## src/core/dmsr_defs.svh

```systemverilog
/*
  Constants for the debug-mode status and resume-pc block: CSR numbers,
  field positions, reset values and cause codes.
  Assumes inclusion by bare name from the package and the modules.
*/
`ifndef DMSR_DEFS_SVH
`define DMSR_DEFS_SVH

// ----------------------------------------------------------------------
// csr numbers
// ----------------------------------------------------------------------
`define DMSR_CSR_CTRL_STATUS 12'h7B0
`define DMSR_CSR_RESUME_PC 12'h7B1

// ----------------------------------------------------------------------
// control/status field positions
// ----------------------------------------------------------------------
`define DMSR_VER_HI 31
`define DMSR_VER_LO 28
`define DMSR_BRKM_BIT 15
`define DMSR_STEPIE_BIT 11
`define DMSR_STOPCNT_BIT 10
`define DMSR_CAUSE_HI 8
`define DMSR_CAUSE_LO 6
`define DMSR_MPRV_EN_BIT 4
`define DMSR_NMI_PEND_BIT 3
`define DMSR_STEP_BIT 2
`define DMSR_PRIV_HI 1
`define DMSR_PRIV_LO 0

// ----------------------------------------------------------------------
// reset values and codes
// ----------------------------------------------------------------------
`define DMSR_VER_VALUE 4'h4
`define DMSR_PRIV_RESET 2'h3
`define DMSR_PC_RESET 32'h0000_0000
`define DMSR_INSN_BYTES 32'h0000_0004
`define DMSR_CAUSE_NONE 3'h0
`define DMSR_CAUSE_EBREAK 3'h1
`define DMSR_CAUSE_TRIGGER 3'h2
`define DMSR_CAUSE_HALTREQ 3'h3
`define DMSR_CAUSE_STEP 3'h4

`endif

```

## src/core/dmsr_pkg.sv

```systemverilog
/*
  Types for the debug-mode status and resume-pc block.
  Assumes the constants header is on the include path.
*/
`include "dmsr_defs.svh"

package dmsr_pkg;
  typedef logic [2:0] dmsr_cause_t;
  typedef logic [1:0] dmsr_priv_t;

  // hart run state as seen by this block
  typedef enum logic [1:0]
  {
    DMSR_RUN = 2'b00,
    DMSR_STEP_ONE = 2'b01,
    DMSR_HALTED = 2'b10
  } dmsr_state_t;
endpackage

```

## src/core/dmsr_core.sv

```systemverilog
/*
  Debug-mode control/status and resume-pc registers for a one-hart core.
  Assumes the pipeline reports retire, exception and entry events on the
  core clock and accepts halt/resume requests from this block.
*/
`timescale 1ns/1ps
`include "dmsr_defs.svh"

module dmsr_core
(
  // clock and reset
  input wire logic clock,
  input wire logic reset,
  // csr access port from the instruction pipeline
  input wire logic csr_en,
  input wire logic csr_we,
  input wire logic [11:0] csr_addr,
  input wire logic [31:0] csr_wdata,
  output logic [31:0] csr_rdata,
  output logic csr_hit,
  output logic csr_illegal,
  // hart events
  input wire logic nmi_pin,
  input wire dmsr_pkg::dmsr_priv_t cur_priv,
  input wire logic retire,
  input wire logic [31:0] retire_pc,
  input wire logic [31:0] retire_next_pc,
  input wire logic step_exception,
  input wire logic [31:0] exc_pc,
  input wire logic ebreak_hit,
  input wire logic trigger_hit,
  input wire logic trigger_timing,
  input wire logic halt_req,
  input wire logic resume_req,
  // hart control
  output logic debug_mode,
  output logic halt_now,
  output logic resume_now,
  output logic [31:0] resume_pc,
  output logic stop_count,
  output logic step_irq_en,
  output logic ebreak_to_debug
);
  import dmsr_pkg::*;

  // ----------------------------------------------------------------------
  // state
  // ----------------------------------------------------------------------
  dmsr_state_t state_q;
  dmsr_state_t state_d;
  logic [31:0] dpc_q;
  logic step_q;
  logic stepie_q;
  logic stopcnt_q;
  logic brkm_q;
  dmsr_cause_t cause_q;
  dmsr_priv_t priv_q;
  logic nmi_meta_q;
  logic nmi_sync_q;
  logic nmi_pend_q;
  logic enter;
  logic step_done;
  logic ebreak_entry;
  logic [31:0] cap_pc;
  logic [31:0] step_next;
  dmsr_cause_t cap_cause;
  logic sel_ctrl;
  logic sel_pc;
  logic halted;
  logic [31:0] ctrl_word;

  assign halted = (state_q == DMSR_HALTED);
  assign sel_ctrl = (csr_addr == `DMSR_CSR_CTRL_STATUS);
  assign sel_pc = (csr_addr == `DMSR_CSR_RESUME_PC);
  assign ebreak_entry = ebreak_hit && brkm_q && !halted;

  // ----------------------------------------------------------------------
  // nmi pending synchroniser
  // ----------------------------------------------------------------------
  // nmi arrives from a pin; two flops before the pending flag sees it
  always_ff @(posedge clock)
  begin
    if (reset)
    begin
      nmi_meta_q <= 1'b0;
      nmi_sync_q <= 1'b0;
      nmi_pend_q <= 1'b0;
    end
    else
    begin
      nmi_meta_q <= nmi_pin;
      nmi_sync_q <= nmi_meta_q;
      nmi_pend_q <= nmi_sync_q;
    end
  end

  // ----------------------------------------------------------------------
  // entry cause and capture address
  // ----------------------------------------------------------------------
  // a trapping step halts on the trap vector side, registers already set
  assign step_done = (state_q == DMSR_STEP_ONE) && (retire || step_exception);
  assign step_next = step_exception ? exc_pc : retire_next_pc;

  dmsr_entry_pc u_entry_pc
  (
    .ebreak_entry(ebreak_entry),
    .trigger_entry(trigger_hit && !halted),
    .trigger_timing(trigger_timing),
    .halt_entry(halt_req && !halted),
    .step_entry(step_done),
    .insn_pc(retire_pc),
    .next_pc(step_done ? step_next : retire_next_pc),
    .capture_pc(cap_pc),
    .cause(cap_cause)
  );

  assign enter = (cap_cause != `DMSR_CAUSE_NONE);

  // ----------------------------------------------------------------------
  // run state machine
  // ----------------------------------------------------------------------
  always_comb
  begin
    state_d = state_q;
    case (state_q)
      DMSR_RUN:
      begin
        if (enter)
          state_d = DMSR_HALTED;
      end
      DMSR_STEP_ONE:
      begin
        if (enter)
          state_d = DMSR_HALTED;
      end
      DMSR_HALTED:
      begin
        if (resume_req)
          state_d = step_q ? DMSR_STEP_ONE : DMSR_RUN;
      end
      default:
        state_d = DMSR_RUN;
    endcase
  end

  always_ff @(posedge clock)
  begin
    if (reset)
      state_q <= DMSR_RUN;
    else
      state_q <= state_d;
  end

  // ----------------------------------------------------------------------
  // hart control outputs
  // ----------------------------------------------------------------------
  always_ff @(posedge clock)
  begin
    if (reset)
    begin
      debug_mode <= 1'b0;
      halt_now <= 1'b0;
      resume_now <= 1'b0;
      resume_pc <= `DMSR_PC_RESET;
    end
    else
    begin
      debug_mode <= (state_d == DMSR_HALTED);
      halt_now <= !halted && enter;
      resume_now <= halted && resume_req;
      // reflects the register as last written, so a debugger's edit counts
      resume_pc <= dpc_q;
    end
  end

  // ----------------------------------------------------------------------
  // resume pc register
  // ----------------------------------------------------------------------
  always_ff @(posedge clock)
  begin
    if (reset)
      dpc_q <= `DMSR_PC_RESET;
    else if (!halted && enter)
      dpc_q <= cap_pc;
    else if (halted && csr_en && csr_we && sel_pc)
      dpc_q <= csr_wdata;
  end

  // ----------------------------------------------------------------------
  // control/status register
  // ----------------------------------------------------------------------
  always_ff @(posedge clock)
  begin
    if (reset)
    begin
      cause_q <= `DMSR_CAUSE_NONE;
      priv_q <= `DMSR_PRIV_RESET;
    end
    else if (!halted && enter)
    begin
      cause_q <= cap_cause;
      priv_q <= cur_priv;
    end
  end

  // writable fields change only from debug mode; step is never touched
  // while the hart runs
  always_ff @(posedge clock)
  begin
    if (reset)
    begin
      step_q <= 1'b0;
      stepie_q <= 1'b0;
      stopcnt_q <= 1'b0;
      brkm_q <= 1'b0;
    end
    else if (halted && csr_en && csr_we && sel_ctrl)
    begin
      step_q <= csr_wdata[`DMSR_STEP_BIT];
      stepie_q <= csr_wdata[`DMSR_STEPIE_BIT];
      stopcnt_q <= csr_wdata[`DMSR_STOPCNT_BIT];
      brkm_q <= csr_wdata[`DMSR_BRKM_BIT];
    end
  end

  always_comb
  begin
    ctrl_word = 32'h0000_0000;
    ctrl_word[`DMSR_VER_HI:`DMSR_VER_LO] = `DMSR_VER_VALUE;
    ctrl_word[`DMSR_BRKM_BIT] = brkm_q;
    ctrl_word[`DMSR_STEPIE_BIT] = stepie_q;
    ctrl_word[`DMSR_STOPCNT_BIT] = stopcnt_q;
    ctrl_word[`DMSR_CAUSE_HI:`DMSR_CAUSE_LO] = cause_q;
    ctrl_word[`DMSR_MPRV_EN_BIT] = 1'b0;
    ctrl_word[`DMSR_NMI_PEND_BIT] = nmi_pend_q;
    ctrl_word[`DMSR_STEP_BIT] = step_q;
    ctrl_word[`DMSR_PRIV_HI:`DMSR_PRIV_LO] = priv_q;
  end

  // ----------------------------------------------------------------------
  // csr read path and access check
  // ----------------------------------------------------------------------
  always_ff @(posedge clock)
  begin
    if (reset)
    begin
      csr_rdata <= 32'h0000_0000;
      csr_hit <= 1'b0;
      csr_illegal <= 1'b0;
    end
    else
    begin
      csr_hit <= csr_en && (sel_ctrl || sel_pc);
      csr_illegal <= csr_en && (sel_ctrl || sel_pc) && !halted;
      if (csr_en && halted && sel_pc)
        csr_rdata <= dpc_q;
      else if (csr_en && halted && sel_ctrl)
        csr_rdata <= ctrl_word;
      else
        csr_rdata <= 32'h0000_0000;
    end
  end

  // ----------------------------------------------------------------------
  // mode bits to the pipeline
  // ----------------------------------------------------------------------
  always_ff @(posedge clock)
  begin
    if (reset)
    begin
      stop_count <= 1'b0;
      step_irq_en <= 1'b0;
      ebreak_to_debug <= 1'b0;
    end
    else
    begin
      stop_count <= stopcnt_q && (state_d == DMSR_HALTED);
      step_irq_en <= stepie_q;
      ebreak_to_debug <= brkm_q;
    end
  end
endmodule

```

## src/core/dmsr_entry_pc.sv

```systemverilog
/*
  Picks the address the resume-pc register captures on entry to debug
  mode, by entry cause, plus the priority-resolved cause code.
  Assumes pure combinational use beside the top module, same clock.
*/
`timescale 1ns/1ps
`include "dmsr_defs.svh"

module dmsr_entry_pc
(
  // entry causes
  input wire logic ebreak_entry,
  input wire logic trigger_entry,
  input wire logic trigger_timing,
  input wire logic halt_entry,
  input wire logic step_entry,
  // addresses
  input wire logic [31:0] insn_pc,
  input wire logic [31:0] next_pc,
  // selection
  output logic [31:0] capture_pc,
  output dmsr_pkg::dmsr_cause_t cause
);
  import dmsr_pkg::*;

  always_comb
  begin
    capture_pc = next_pc;
    cause = `DMSR_CAUSE_NONE;
    // highest priority first: trigger, ebreak, halt request, step
    if (trigger_entry)
    begin
      cause = `DMSR_CAUSE_TRIGGER;
      capture_pc = trigger_timing ? next_pc : insn_pc;
    end
    else if (ebreak_entry)
    begin
      cause = `DMSR_CAUSE_EBREAK;
      capture_pc = insn_pc;
    end
    else if (halt_entry)
    begin
      cause = `DMSR_CAUSE_HALTREQ;
      capture_pc = next_pc;
    end
    else if (step_entry)
    begin
      cause = `DMSR_CAUSE_STEP;
      capture_pc = next_pc;
    end
  end
endmodule

```

## config.mk

```make
export PLATFORM = sky130hd
export DESIGN_NAME = dmsr_core
export DESIGN_NICKNAME = d
export VERILOG_FILES = /design/src/core/dmsr_pkg.sv /design/src/core/dmsr_core.sv /design/src/core/dmsr_entry_pc.sv
export VERILOG_INCLUDE_DIRS = /design/src /design/src/core
export SDC_FILE = /design/constraint.sdc
export NUM_CORES = 1
export LEC_CHECK = 0
export BUFFER_PORTS_ARGS = -buffer_cell sky130_fd_sc_hd__buf_2
export CELL_PAD_IN_SITES_DETAIL_PLACEMENT = 1
export CELL_PAD_IN_SITES_GLOBAL_PLACEMENT = 1
export CORE_ASPECT_RATIO = 1.5
export CORE_MARGIN = 1
export CORE_UTILIZATION = 30
export DETAILED_ROUTE_END_ITERATION = 10
export PLACE_DENSITY = 0.67
export RECOVER_POWER = 25
export SETUP_SLACK_MARGIN = 0.2
export SLEW_MARGIN = 15
export SYNTH_ARGS = -nofsm -noshare
export SYNTH_HDL_FRONTEND = slang
export SYNTH_HIERARCHICAL = 1
export SYNTH_SLANG_ARGS = --single-unit
```

## constraint.sdc

```tcl
create_clock -name clock -period 6.6 [get_ports clock]
set_clock_uncertainty 0.05 [all_clocks]
set_input_delay 1.32 -clock clock [delete_from_list [all_inputs] [get_ports clock]]
set_output_delay 1.32 -clock clock [all_outputs]
set_load 0.05 [all_outputs]
```

== Word-level counts from Yosys, hierarchy flattened ==
Index checks and enable logic that the tools add are counted.
Operators by class
  equality and inequality tests: 5
  muxes and demuxes: 17
  reduce and logical (&&, ||, !) cells: 23
Operators by type and width (number)
  32-bit two-way mux: 8
  31-bit two-way mux: 1
  12-bit by 11-bit == test with 1-bit output (second input constant): 2
  1-bit logical AND: 16
  3-bit two-way mux: 4
  2-bit == test (second input constant): 2
  2-bit two-way mux: 2
  2-bit one-hot mux with 2 select lines: 1
  3-bit nonzero test: 1
  2-bit by 1-bit == test with 1-bit output (second input constant): 1
  2-bit zero test: 1
  1-bit logical OR: 2
  2-bit nonzero test: 1
  2-bit OR reduction: 1
  1-bit zero test: 1
  1-bit two-way mux: 1
Word-level totals
  flip-flop bits (word level): 118
  input port bits: 154
  output and inout port bits: 72
  logic and storage cells: 66

== Depth between registers and ports, before layout ==
Gate-level depths: netlist (run 1).
  depth after elaboration: 11
  depth in mapped cells: 11
  depth with buffers taken out: 8

== Modules after synthesis ==
Netlist (run 1), hierarchy kept.
By module, submodules not included
  dmsr_core: instances 1, cells an instance 414, area an instance 4560.6 µm², sequential area each 2362.3 µm²
  dmsr_entry_pc: instances 1, cells an instance 41, area an instance 558.0 µm², sequential area each 0.0 µm²

== Least setup slack after synthesis (run 1) ==
No wires, ideal clock.
  kind: input -> register
  from: input port ebreak_hit
  to: register dpc_q[0]
  library setup time: 147 ps
  data arrival time: 2877 ps
  required time: 6403 ps
  path slack: 3527 ps
  stages: 8
  path buffers: 2
  path through: and3_1 inv_1 a21o_2 nor3_1 or2_1 clkbuf_1 clkbuf_1 a211oi_2
On the way
  cells in the longest elaborated chain, start to end: 7
  elaborated cells between the ends (all ways): 10
  classes of those cells: mux (5); reduce/logical (5)
Ends and longest elaborated chain
  start: declaration: line dmsr_core.sv:30  | input wire logic ebreak_hit,
  1-bit logical AND * (2 in series): line dmsr_core.sv:75  | assign ebreak_entry = ebreak_hit && brkm_q && !halted;
  3-bit two-way mux *: line dmsr_entry_pc.sv:36  | else if (ebreak_entry)
  3-bit two-way mux *: line dmsr_entry_pc.sv:31  | if (trigger_entry)
  named net cap_cause[1]: line dmsr_core.sv:66  | dmsr_cause_t cap_cause;
  3-bit nonzero test (no line) *
  1-bit logical AND *: line dmsr_core.sv:183  | else if (!halted && enter)
  32-bit two-way mux or 2-bit nonzero test (tied branches)
  end signal: assignment: line dmsr_core.sv:182  | dpc_q <= `DMSR_PC_RESET;
  end signal: assignment: line dmsr_core.sv:184  | dpc_q <= cap_pc;
  end signal: assignment: line dmsr_core.sv:186  | dpc_q <= csr_wdata;
  end: declaration: line dmsr_core.sv:51  | logic [31:0] dpc_q;
Mark *: on every way through the listed nets, which the timed path passes. The rest lies on a longest branch.
A chain may end at the register's enable or synchronous reset.

== Worst setup path in the final report (run 1) ==
  from: input port csr_addr[1]
  to: register dpc_q[6]
On the way
  cells in the longest elaborated chain, start to end: 3
Ends and longest elaborated chain
  start: declaration: line dmsr_core.sv:17  | input wire logic [11:0] csr_addr,
  12-bit by 11-bit == test with 1-bit output (no line)
  1-bit logical AND: line dmsr_core.sv:185  | else if (halted && csr_en && csr_we && sel_pc)
  2-bit nonzero test (no line)
Every way passes these cells.

==> results of run 1 <==
## worst max-delay path, stage by stage
cell,delay (ns)
buf_2,0.10
or4b_4,0.58
nor4_4,0.60
buf_4,0.44
mux2i_1,0.29
a211oi_2,0.09
## logic make-up (layout without fill, tap and decap cells)
| group | after synthesis | count (layout) | share of synthesized area, % |
|---|---|---|---|
| and+or+nand+nor | 143 | 143 | 15.4 |
| AOI/OAI and AO/OA | 50 | 50 | 9.90 |
| buffers and inverters | 37 | 266 | 3.64 |
| muxes | 107 | 107 | 24.9 |
| DFF | 118 | 118 | 46.2 |
## cells in the final DEF, fill, tap and decap left out, drive strengths merged, types with 3 or more instances in the layout
| cell type | netlist | layout |
|---|---|---|
| bufinv | 0 | 5 |
| and2 | 24 | 24 |
| a211oi | 32 | 32 |
| nand3 | 4 | 4 |
| clkbuf | 20 | 27 |
| clkinv | 0 | 4 |
| a21oi | 6 | 6 |
| dfxtp | 118 | 118 |
| nand2 | 5 | 5 |
| nand4b | 3 | 3 |
| o21ai | 4 | 4 |
| nor4 | 3 | 3 |
| nor2b | 39 | 39 |
| mux2i | 43 | 43 |
| nor3 | 3 | 3 |
| inv | 5 | 8 |
| nor2 | 54 | 54 |
| buf | 12 | 220 |
| mux2 | 64 | 64 |
## through the flow
stage          area, sq um  std cells  utilization [%]  setup slack, ns  hold WS (ns)
5_1_grt               7020        894             41.9             3.20         0.415
6_report              7020        894             41.9             3.33         0.394
3_5_place_dp          6380        862             38.1             2.83         0.383
4_1_cts               7040        894             42.0             3.26         0.404
3_3_place_gp          6380        862             38.1             2.88         0.385
2_1_floorplan         5120        455                -             3.53         0.364
## state kept, by name (all words and copies together) (netlist names), 2 cells and up
signal	flops
cause_q	3
csr_rdata	32
dpc_q	32
priv_q	2
resume_pc	32
state_q	2
## per-layer routing
metal	share of wire, %	global-route usage [%]	wire length [um]
met5	0	0	0
met4	3.6	8.85	546
met3	5.7	4.65	859
met2	54	32.8	8170
met1	36	17.6	5500
## path summary, 6_finish.rpt
kind	from	to	slack, ns	cells past startpoint
max reg2reg	state_q[0]	priv_q[0]	3.62	8
max	csr_addr[1]	dpc_q[6]	3.33	6
min reg2reg	nmi_sync_q	nmi_pend_q	0.39	1
min	nmi_sync_q	nmi_pend_q	0.39	1
## power breakdown
group | internal (mW) | leakage (nW) | switching [mW]
clock network | 0.674 | 0.311 | 0.340
registers | 0.768 | 0.966 | 0.0271
logic | 0.140 | 1.85 | 0.201
## layout make-up
class,instances,share of cell area [%]
Clock inverter,14,3.17
Clock buffer,18,6.11
Tap cell,210,3.74
Inverter,5,0.267
Timing Repair Buffer,229,16.3
Sequential cell,118,33.6
Multi-Input combinational cell,300,36.8
==> metrics.yaml, run 1 <==
die_w_um: 109
clockBufferDepth: 2
die-area_sq_mm: 0.0176
async_reset_ff_share_pct: 0
total_power_mw: 2.15
h-tree-depth: 4
fin_crit_sh_pct: 49.5
dpl.hpwl_um: 10900
finalHoldViolCount: 0
num_rows: 58
drt-initial-drc-count: 104
synth_ff_type: "dfxtp_1"
antenna_found_initial: 0
cts_resized: 0
worst_pin_slew_ns: 1.10
max_freq_ghz: 0.306
status: "finished, final reports clean"
fillerInstances: 1918
cp-end-kind: "register"
finalSetupViolations: 0
synth_area_leader_cell: "dfxtp_1"
p_leak_nw: 3.13
grt_overflow: 0
grt_pass1_vias: 4563
grt_pass1_wl_um: 23300
track_usage_pct: 17.6
yosysSeqAreaShare_pct: 46.2
relSlewSlack_pct: 26.6
wirelength_um: 15100
multi_input_area_sq_mm: 0.00258
gp_congestion: 0.744
crit_type: "in -> reg"
portBuffers: 225
critPathMaxFanout: 17
coreArea_sq_mm: 0.0168
wl_per_cell_um: 16.9
nets: 825
fin_tns_setup_ns: 0
initial_utilization_pct: 30.5
post-synth-top-count-cell: "dfxtp_1"
synth_edf_count: 0
slew_viol_final: 0
syn_inst: 455
yosys-top-cells-area: "dfxtp_1, mux2_4, mux2i_1, a211oi_2, mux2_1"
max_cap_violations: 0
cts_tree: "built"
grt_start_max_net_pins: 87
period_needed_ns: 3.27
drc: 0
die_h_um: 162
io_pins: 226
cp-start-kind: "primary input"
required_ns: 6.78
hp-class: "reg -> reg"
vdd_drop_max_mv: 0.162
drt-vias-per-instance: 4.62
syn-num-nets: 609
syn_to_final_growth_pct: 37.2
cts_buffers: 17
synth_cell_types: 38
cp_data_arrival_time_ns: 3.45
postCtsHoldBufs: 0
ys_seq_elements: 118
rsz0062_at_grt: "no"
drive_above_1_share_pct: 47.1
ys_warn_count: 6
synth.cell_area_sq_mm: 0.00512
syn_avg_cell_area_sq_um: 11.2
cts_sinks: 118
clockRootBuffer: "clkbuf_16"
insertion_delay_ns: 0.41
cts_setup_buffers: 0
ant_nets: 0
dr.pass1.iters: 4
area.sequential_sq_mm: 0.00236
num_vias: 4132
n_antenna_cell: 0
power.density_mw_per_mm2: 306
synthTopCellsByCount: "dfxtp_1, nor2_1, mux2i_1"
path_clk_slew_ns: 0.06
yosysTopAreaCellShare_pct: 46.2
Power figures use the tool's default switching activity.
==> inputs of run 2 (changes only) <==
- ABC_AREA: default -> 1
- PLACE_DENSITY: 0.67 -> 0.7
- clock period: 6.6 -> 3.1 ns (I/O delays scaled with it)
==> metrics.yaml, run 2 <==
syn_to_final_growth_pct: 27.8
async_reset_ff_share_pct: 0  # unchanged
final_util_pct: 39.1  # -2.8 points
nets: 1295  # +57%
cp-end-kind: "register"
synth_area_leader_cell: "dfxtp_1"
path_clk_slew_ns: 0.06  # about the same
synth_edf_count: 0  # unchanged
critPathMaxFanout: 40  # +23
cp_data_arrival_time_ns: 2.94  # -0.51 ns
fillerInstances: 2735  # +43%
mostFrequentLayoutCells: "nand2_1, buf_2, inv_1"
yosysSeqAreaShare_pct: 38.0  # -8.2 points
finalSetupViolations: 0  # unchanged
portBuffers: 225  # unchanged
cts_resized: 0  # unchanged
drive_above_1_share_pct: 27.9  # -19 points
drt-vias-per-instance: 4.55  # -1.6%
total_power_mw: 4.62  # +110%
yosysTopAreaCellShare_pct: 38.0  # -8.2 points
coreArea_sq_mm: 0.0203  # +21%
cts_sinks: 118  # unchanged
insertion_delay_ns: 0.41  # about the same
finalHoldViolCount: 0  # unchanged
synth_ff_type: "dfxtp_1"
required_ns: 3.34  # -3.44 ns
max_cap_violations: 1  # +1
syn-num-nets: 1093  # +79%
wl_per_cell_um: 14.9  # -12%
max_freq_ghz: 0.371
dpl.hpwl_um: 15800  # +45%
drt-initial-drc-count: 233  # +120%
dp.cells: 1386  # +61%
ys_warn_count: 6  # unchanged
crit_type: "in -> reg"
p_comb_share_pct: 23.2  # +7.3 points
yosys-top-cells-area: "dfxtp_1, nand2_1, nand3_1, inv_1, nor2_1"
ys_seq_elements: 118  # unchanged
cts_tree: "built"
grt_overflow: 0  # unchanged
p_int_mw: 3.11  # +96%
die_h_um: 178  # +10%
wirelength_um: 21100  # +40%
sw_frac_of_total_pct: 32.8  # +6.3 points
setup_slack_ns: 0.403  # -2.93 ns
die_w_um: 120  # +10%
final_area_sq_mm: 0.00795  # +13%
num_rows: 64  # +10%
num_vias: 6455  # +56%
track_usage_pct: 20.2  # +2.6 points
layout_commonest_cell: "nand2_1"
die-area_sq_mm: 0.0213  # +21%
worst_pin_slew_ns: 1.97  # +0.871 ns
syn_avg_cell_area_sq_um: 6.63  # -41%
final_cells: 1419  # +59%
clockBufferDepth: 2  # unchanged
place_area_sq_mm: 0.00740  # +16%
slew_viol_final: 41  # +41
rsz0062_at_grt: "no"
syn_inst: 939  # +110%
fin_crit_sh_pct: 87.0
ant_nets: 0  # unchanged
crit_chain: "clkbuf_1, clkbuf_1, nor2_1, nand3_1, o21ai_1"
top_regs: "csr_rdata (32), dpc_q (32), resume_pc (32)"
hp-class: "reg -> reg"
status: "finished with violations"
grt_pass1_wl_um: 33500  # +44%
grt_start_max_net_pins: 101  # +16%
drc: 0  # unchanged
power_frac_seq_pct: 36.4  # -0.6 points
postCtsHoldBufs: 0  # unchanged
synth.cell_area_sq_mm: 0.00622  # +22%
initial_utilization_pct: 30.6  # +0.064 points
grt_pass1_vias: 6453  # +41%
cts_buffers: 17  # unchanged
clockRootBuffer: "clkbuf_16"
post-synth-top-count-cell: "nand2_1"
synthTopCellsByCount: "nand2_1, inv_1, dfxtp_1"
io_pins: 226  # unchanged
power.density_mw_per_mm2: 581  # +90%
gp_congestion: 0.798  # +7.3%
dpl_worst_slack_ns: 0.333  # -2.50 ns
hold_ws_ns: 0.357  # -0.0376 ns
clock_power_share_pct: 40.4  # -6.8 points
relSlewSlack_pct: -31.4  # -58 points
cts_setup_buffers: 0  # unchanged
switchingPower_mw: 1.51  # +170%
failed_checks: "capacitance limit, slew limit"
fin_tns_setup_ns: 0  # unchanged
crit_path_frequent_cell: "clkbuf_1"
critical-path-slowest-cell: "clkbuf_1"
dr.pass1.iters: 4  # unchanged
p_leak_nw: 4.36  # +39%
crit_family: "buffers and inverters"
vdd_drop_max_mv: 0.347  # +110%
period_needed_ns: 2.70
synth_cell_types: 29  # -24%
antenna_found_initial: 1  # +1
path_buf_inv: 2  # unchanged
cp-start-kind: "primary input"
cpPeakStageDelay_ns: 1.47  # +0.87 ns
h-tree-depth: 4  # unchanged
[run 2: cell types whose count changed after synthesis, moves of 32 or more]
| cell | delta |
|---|---|
| inv_1 | +116 |
| mux2i_1 | -42 |
| nor2_1 | +57 |
| nand2_1 | +296 |
| nor2b_1 | -39 |
| nand3_1 | +109 |
| mux2_1 | -32 |
[run 2: area by class of cell]
class                      instances  area [sq um]  share of cell area, %
clock inverter                    14           129                   1.62
sequential                       118          2360                   29.7
multi-input combinational        635          2960                   37.2
inverter                         128           490                   6.17
tap                              264           330                   4.15
antenna                            1          2.50                 0.0315
timing repair buffer             241          1240                   15.6
clock buffer                      18           439                   5.52
[run 2: final timing paths]
check        cells after the start       start             to  slack [ns]
max                              5       reset  csr_rdata[15]        0.40
min reg2reg                      2  nmi_meta_q     nmi_sync_q        0.36
min                              2  nmi_meta_q     nmi_sync_q        0.36
max reg2reg                     13  state_q[0]      dpc_q[13]        0.58
[run 2: power by group through the flow]
stage	logic, mW	clock network (mW)	registers [mW]
2_1_floorplan	0.637	0	1.86
3_3_place_gp	1.07	0	1.71
3_5_place_dp	1.08	0	1.72
4_1_cts	1.09	1.91	1.68
5_1_grt	1.20	1.98	1.69
6_report	1.07	1.87	1.68
[run 2: logic make-up after synthesis]
family | after synthesis | synth area share, %
flip-flops | 118 | 38.0
AO/OA/AOI/OAI | 51 | 4.14
buffers and inverters | 186 | 14.7
multiplexers | 32 | 5.79
AND/OR/NAND/NOR | 552 | 37.4
[run 2: worst min-delay path, stage by stage, from the launching register on]
cell,delay (ns)
dfxtp_1,0.30
inv_1,0.04
nor2_1,0.03
[run 2: per-layer routing]
metal	GRT usage, %	routed length (um)
met1	25.0	9300
met4	6.67	261
met2	35.4	10800
met5	0	0
met3	3.10	733
==> inputs of run 3 (changes only) <==
- CTS_BUF_LIST: default -> sky130_fd_sc_hd__clkbuf_16
- GPL_ROUTABILITY_DRIVEN: default -> 0
==> metrics.yaml, run 3 (synthesis gave the netlist of run 2 again) <==
fin_tns_setup_ns: 0  # unchanged
rsz0062_at_grt: "no"
required_ns: 3.34  # about the same
setup_slack_ns: 0.381  # -0.0217 ns
worst_pin_slew_ns: 1.98  # +0.0110 ns
num_rows: 64  # unchanged
max_freq_ghz: 0.368  # -0.80%
reg2regPathDepth: 13  # unchanged
grt_overflow: 0  # unchanged
grt_pass1_wl_um: 33500  # -0.10%
hold_ws_ns: 0.358  # +0.000779 ns
p_int_mw: 3.08  # -0.80%
vdd_drop_max_mv: 0.348  # +0.31%
cp-end-kind: "register"
relSlewSlack_pct: -32.2  # -0.73 points
drive_above_1_share_pct: 27.8  # -0.087 points
antenna_found_initial: 1  # unchanged
num_vias: 6414  # -0.64%
coreArea_sq_mm: 0.0203  # unchanged
final_util_pct: 39.1  # -0.049 points
path_clk_slew_ns: 0.06  # about the same
grt_pass1_vias: 6429  # -0.37%
p_comb_share_pct: 23.3  # about the same
clock_power_share_pct: 40.1  # -0.3 points
status: "finished with violations"
dpl.hpwl_um: 15800  # unchanged
rr_startpoint: "state_q[0]"
slew_viol_final: 41  # unchanged
fin_crit_sh_pct: 87.7  # +0.70 points
rrSetupSlack_ns: 0.59  # about the same
cts_tree: "built"
cpPeakStageDelay_ns: 1.47  # about the same
max_cap_violations: 1  # unchanged
layout_commonest_cell: "nand2_1"
grt_start_max_net_pins: 101  # unchanged
cts_sinks: 118  # unchanged
power.density_mw_per_mm2: 579  # -0.46%
cts_buffers: 17  # unchanged
nets: 1295  # unchanged
h-tree-depth: 4  # unchanged
fillerInstances: 2734  # -0.037%
cp-endpoint: "csr_rdata[15]"
die_h_um: 178  # unchanged
sw_frac_of_total_pct: 32.9  # +0.15 points
insertion_delay_ns: 0.41  # about the same
portBuffers: 225  # unchanged
io_pins: 226  # unchanged
track_usage_pct: 20.1  # -0.041 points
finalSetupViolations: 0  # unchanged
clockBufferDepth: 2  # unchanged
drt-initial-drc-count: 236  # +1.3%
crit_type: "in -> reg"
cts_resized: 0  # unchanged
ant_nets: 0  # unchanged
failed_checks: "capacitance limit, slew limit"
drt-vias-per-instance: 4.52  # -0.64%
cp-start-kind: "primary input"
cts_setup_buffers: 0  # unchanged
period_needed_ns: 2.72  # +0.0217 ns
initial_utilization_pct: 30.6  # unchanged
critical-path-slowest-cell: "clkbuf_1"
clockRootBuffer: "clkbuf_16"
r2r_end: "dpc_q[13]"
crit_chain: "clkbuf_1, clkbuf_1, nor2_1, nand3_1, o21ai_1"
critPathMaxFanout: 40  # unchanged
dpl_worst_slack_ns: 0.333  # unchanged
wirelength_um: 21100  # about the same
postCtsHoldBufs: 0  # unchanged
drc: 0  # unchanged
power_frac_seq_pct: 36.6  # +0.2 points
hold_depth: 2  # unchanged
finalHoldViolCount: 0  # unchanged
top_regs: "csr_rdata (32), dpc_q (32), resume_pc (32)"
die_w_um: 120  # unchanged
switchingPower_mw: 1.51  # -0.14%
die-area_sq_mm: 0.0213  # unchanged
syn_to_final_growth_pct: 27.6
critPathLaunch: "reset"
mostFrequentLayoutCells: "nand2_1, buf_2, inv_1"
cp_data_arrival_time_ns: 2.96  # +0.02 ns
dr.pass1.iters: 4  # unchanged
p_leak_nw: 4.35  # -0.13%
hp-class: "reg -> reg"
wl_per_cell_um: 14.9  # about the same
crit_path_frequent_cell: "clkbuf_1"
==> run 3: cell types whose count changed in the layout (fill, tap and decap cells not counted), sizes merged <==
cell and delta:
clkbuf -1, clkinv +1
==> run 3: worst max-delay path: cells and delay by family <==
kind            cells  cell delay [ns]
buf+inv             2             1.87
simple gates        2             0.38
compound gates      1             0.07
==> run 3: through the flow <==
step                total power, mW  std cells  area [sq um]
floorplan                      2.50        939          6220
global placement               2.78       1386          7400
detailed placement             2.80       1386          7400
CTS                            4.65       1418          7960
global route                   4.85       1419          7940
finish                         4.60       1419          7940
==> run 3: worst min path at each step <==
| stage | startpoint | to | slack (ns) |
|---|---|---|---|
| finish | nmi_meta_q | nmi_sync_q | 0.36 |
| global route | nmi_meta_q | nmi_sync_q | 0.37 |
| CTS | nmi_pin | nmi_meta_q | 0.36 |
| detailed placement | nmi_meta_q | nmi_sync_q | 0.35 |
| global placement | nmi_meta_q | nmi_sync_q | 0.34 |
| floorplan | nmi_sync_q | nmi_pend_q | 0.34 |
==> run 3: final cells by class <==
| cell class | count | area [sq um] | share of cell area, % |
|---|---|---|---|
| multi-input combinational | 635 | 2960 | 37.2 |
| sequential | 118 | 2360 | 29.7 |
| timing repair buffer | 241 | 1240 | 15.7 |
| inverter | 128 | 490 | 6.17 |
| clock buffer | 17 | 425 | 5.36 |
| tap | 264 | 330 | 4.16 |
| clock inverter | 15 | 133 | 1.67 |
| antenna | 1 | 2.50 | 0.0315 |
==> run 3: power groups by stage <==
stage | logic [mW] | registers (mW) | clock network [mW]
floorplan | 0.637 | 1.86 | 0
global placement | 1.07 | 1.71 | 0
detailed placement | 1.08 | 1.72 | 0
CTS | 1.09 | 1.68 | 1.88
global route | 1.20 | 1.69 | 1.95
finish | 1.07 | 1.68 | 1.84
==> run 3: routing by layer <==
metal,global-route usage [%],vias up,share of wire (%)
li1,-,3271,-
met1,25.1,2964,44
met2,35.2,159,50
met3,3.01,20,3.8
met4,6.67,0,1.6
met5,0,-,0
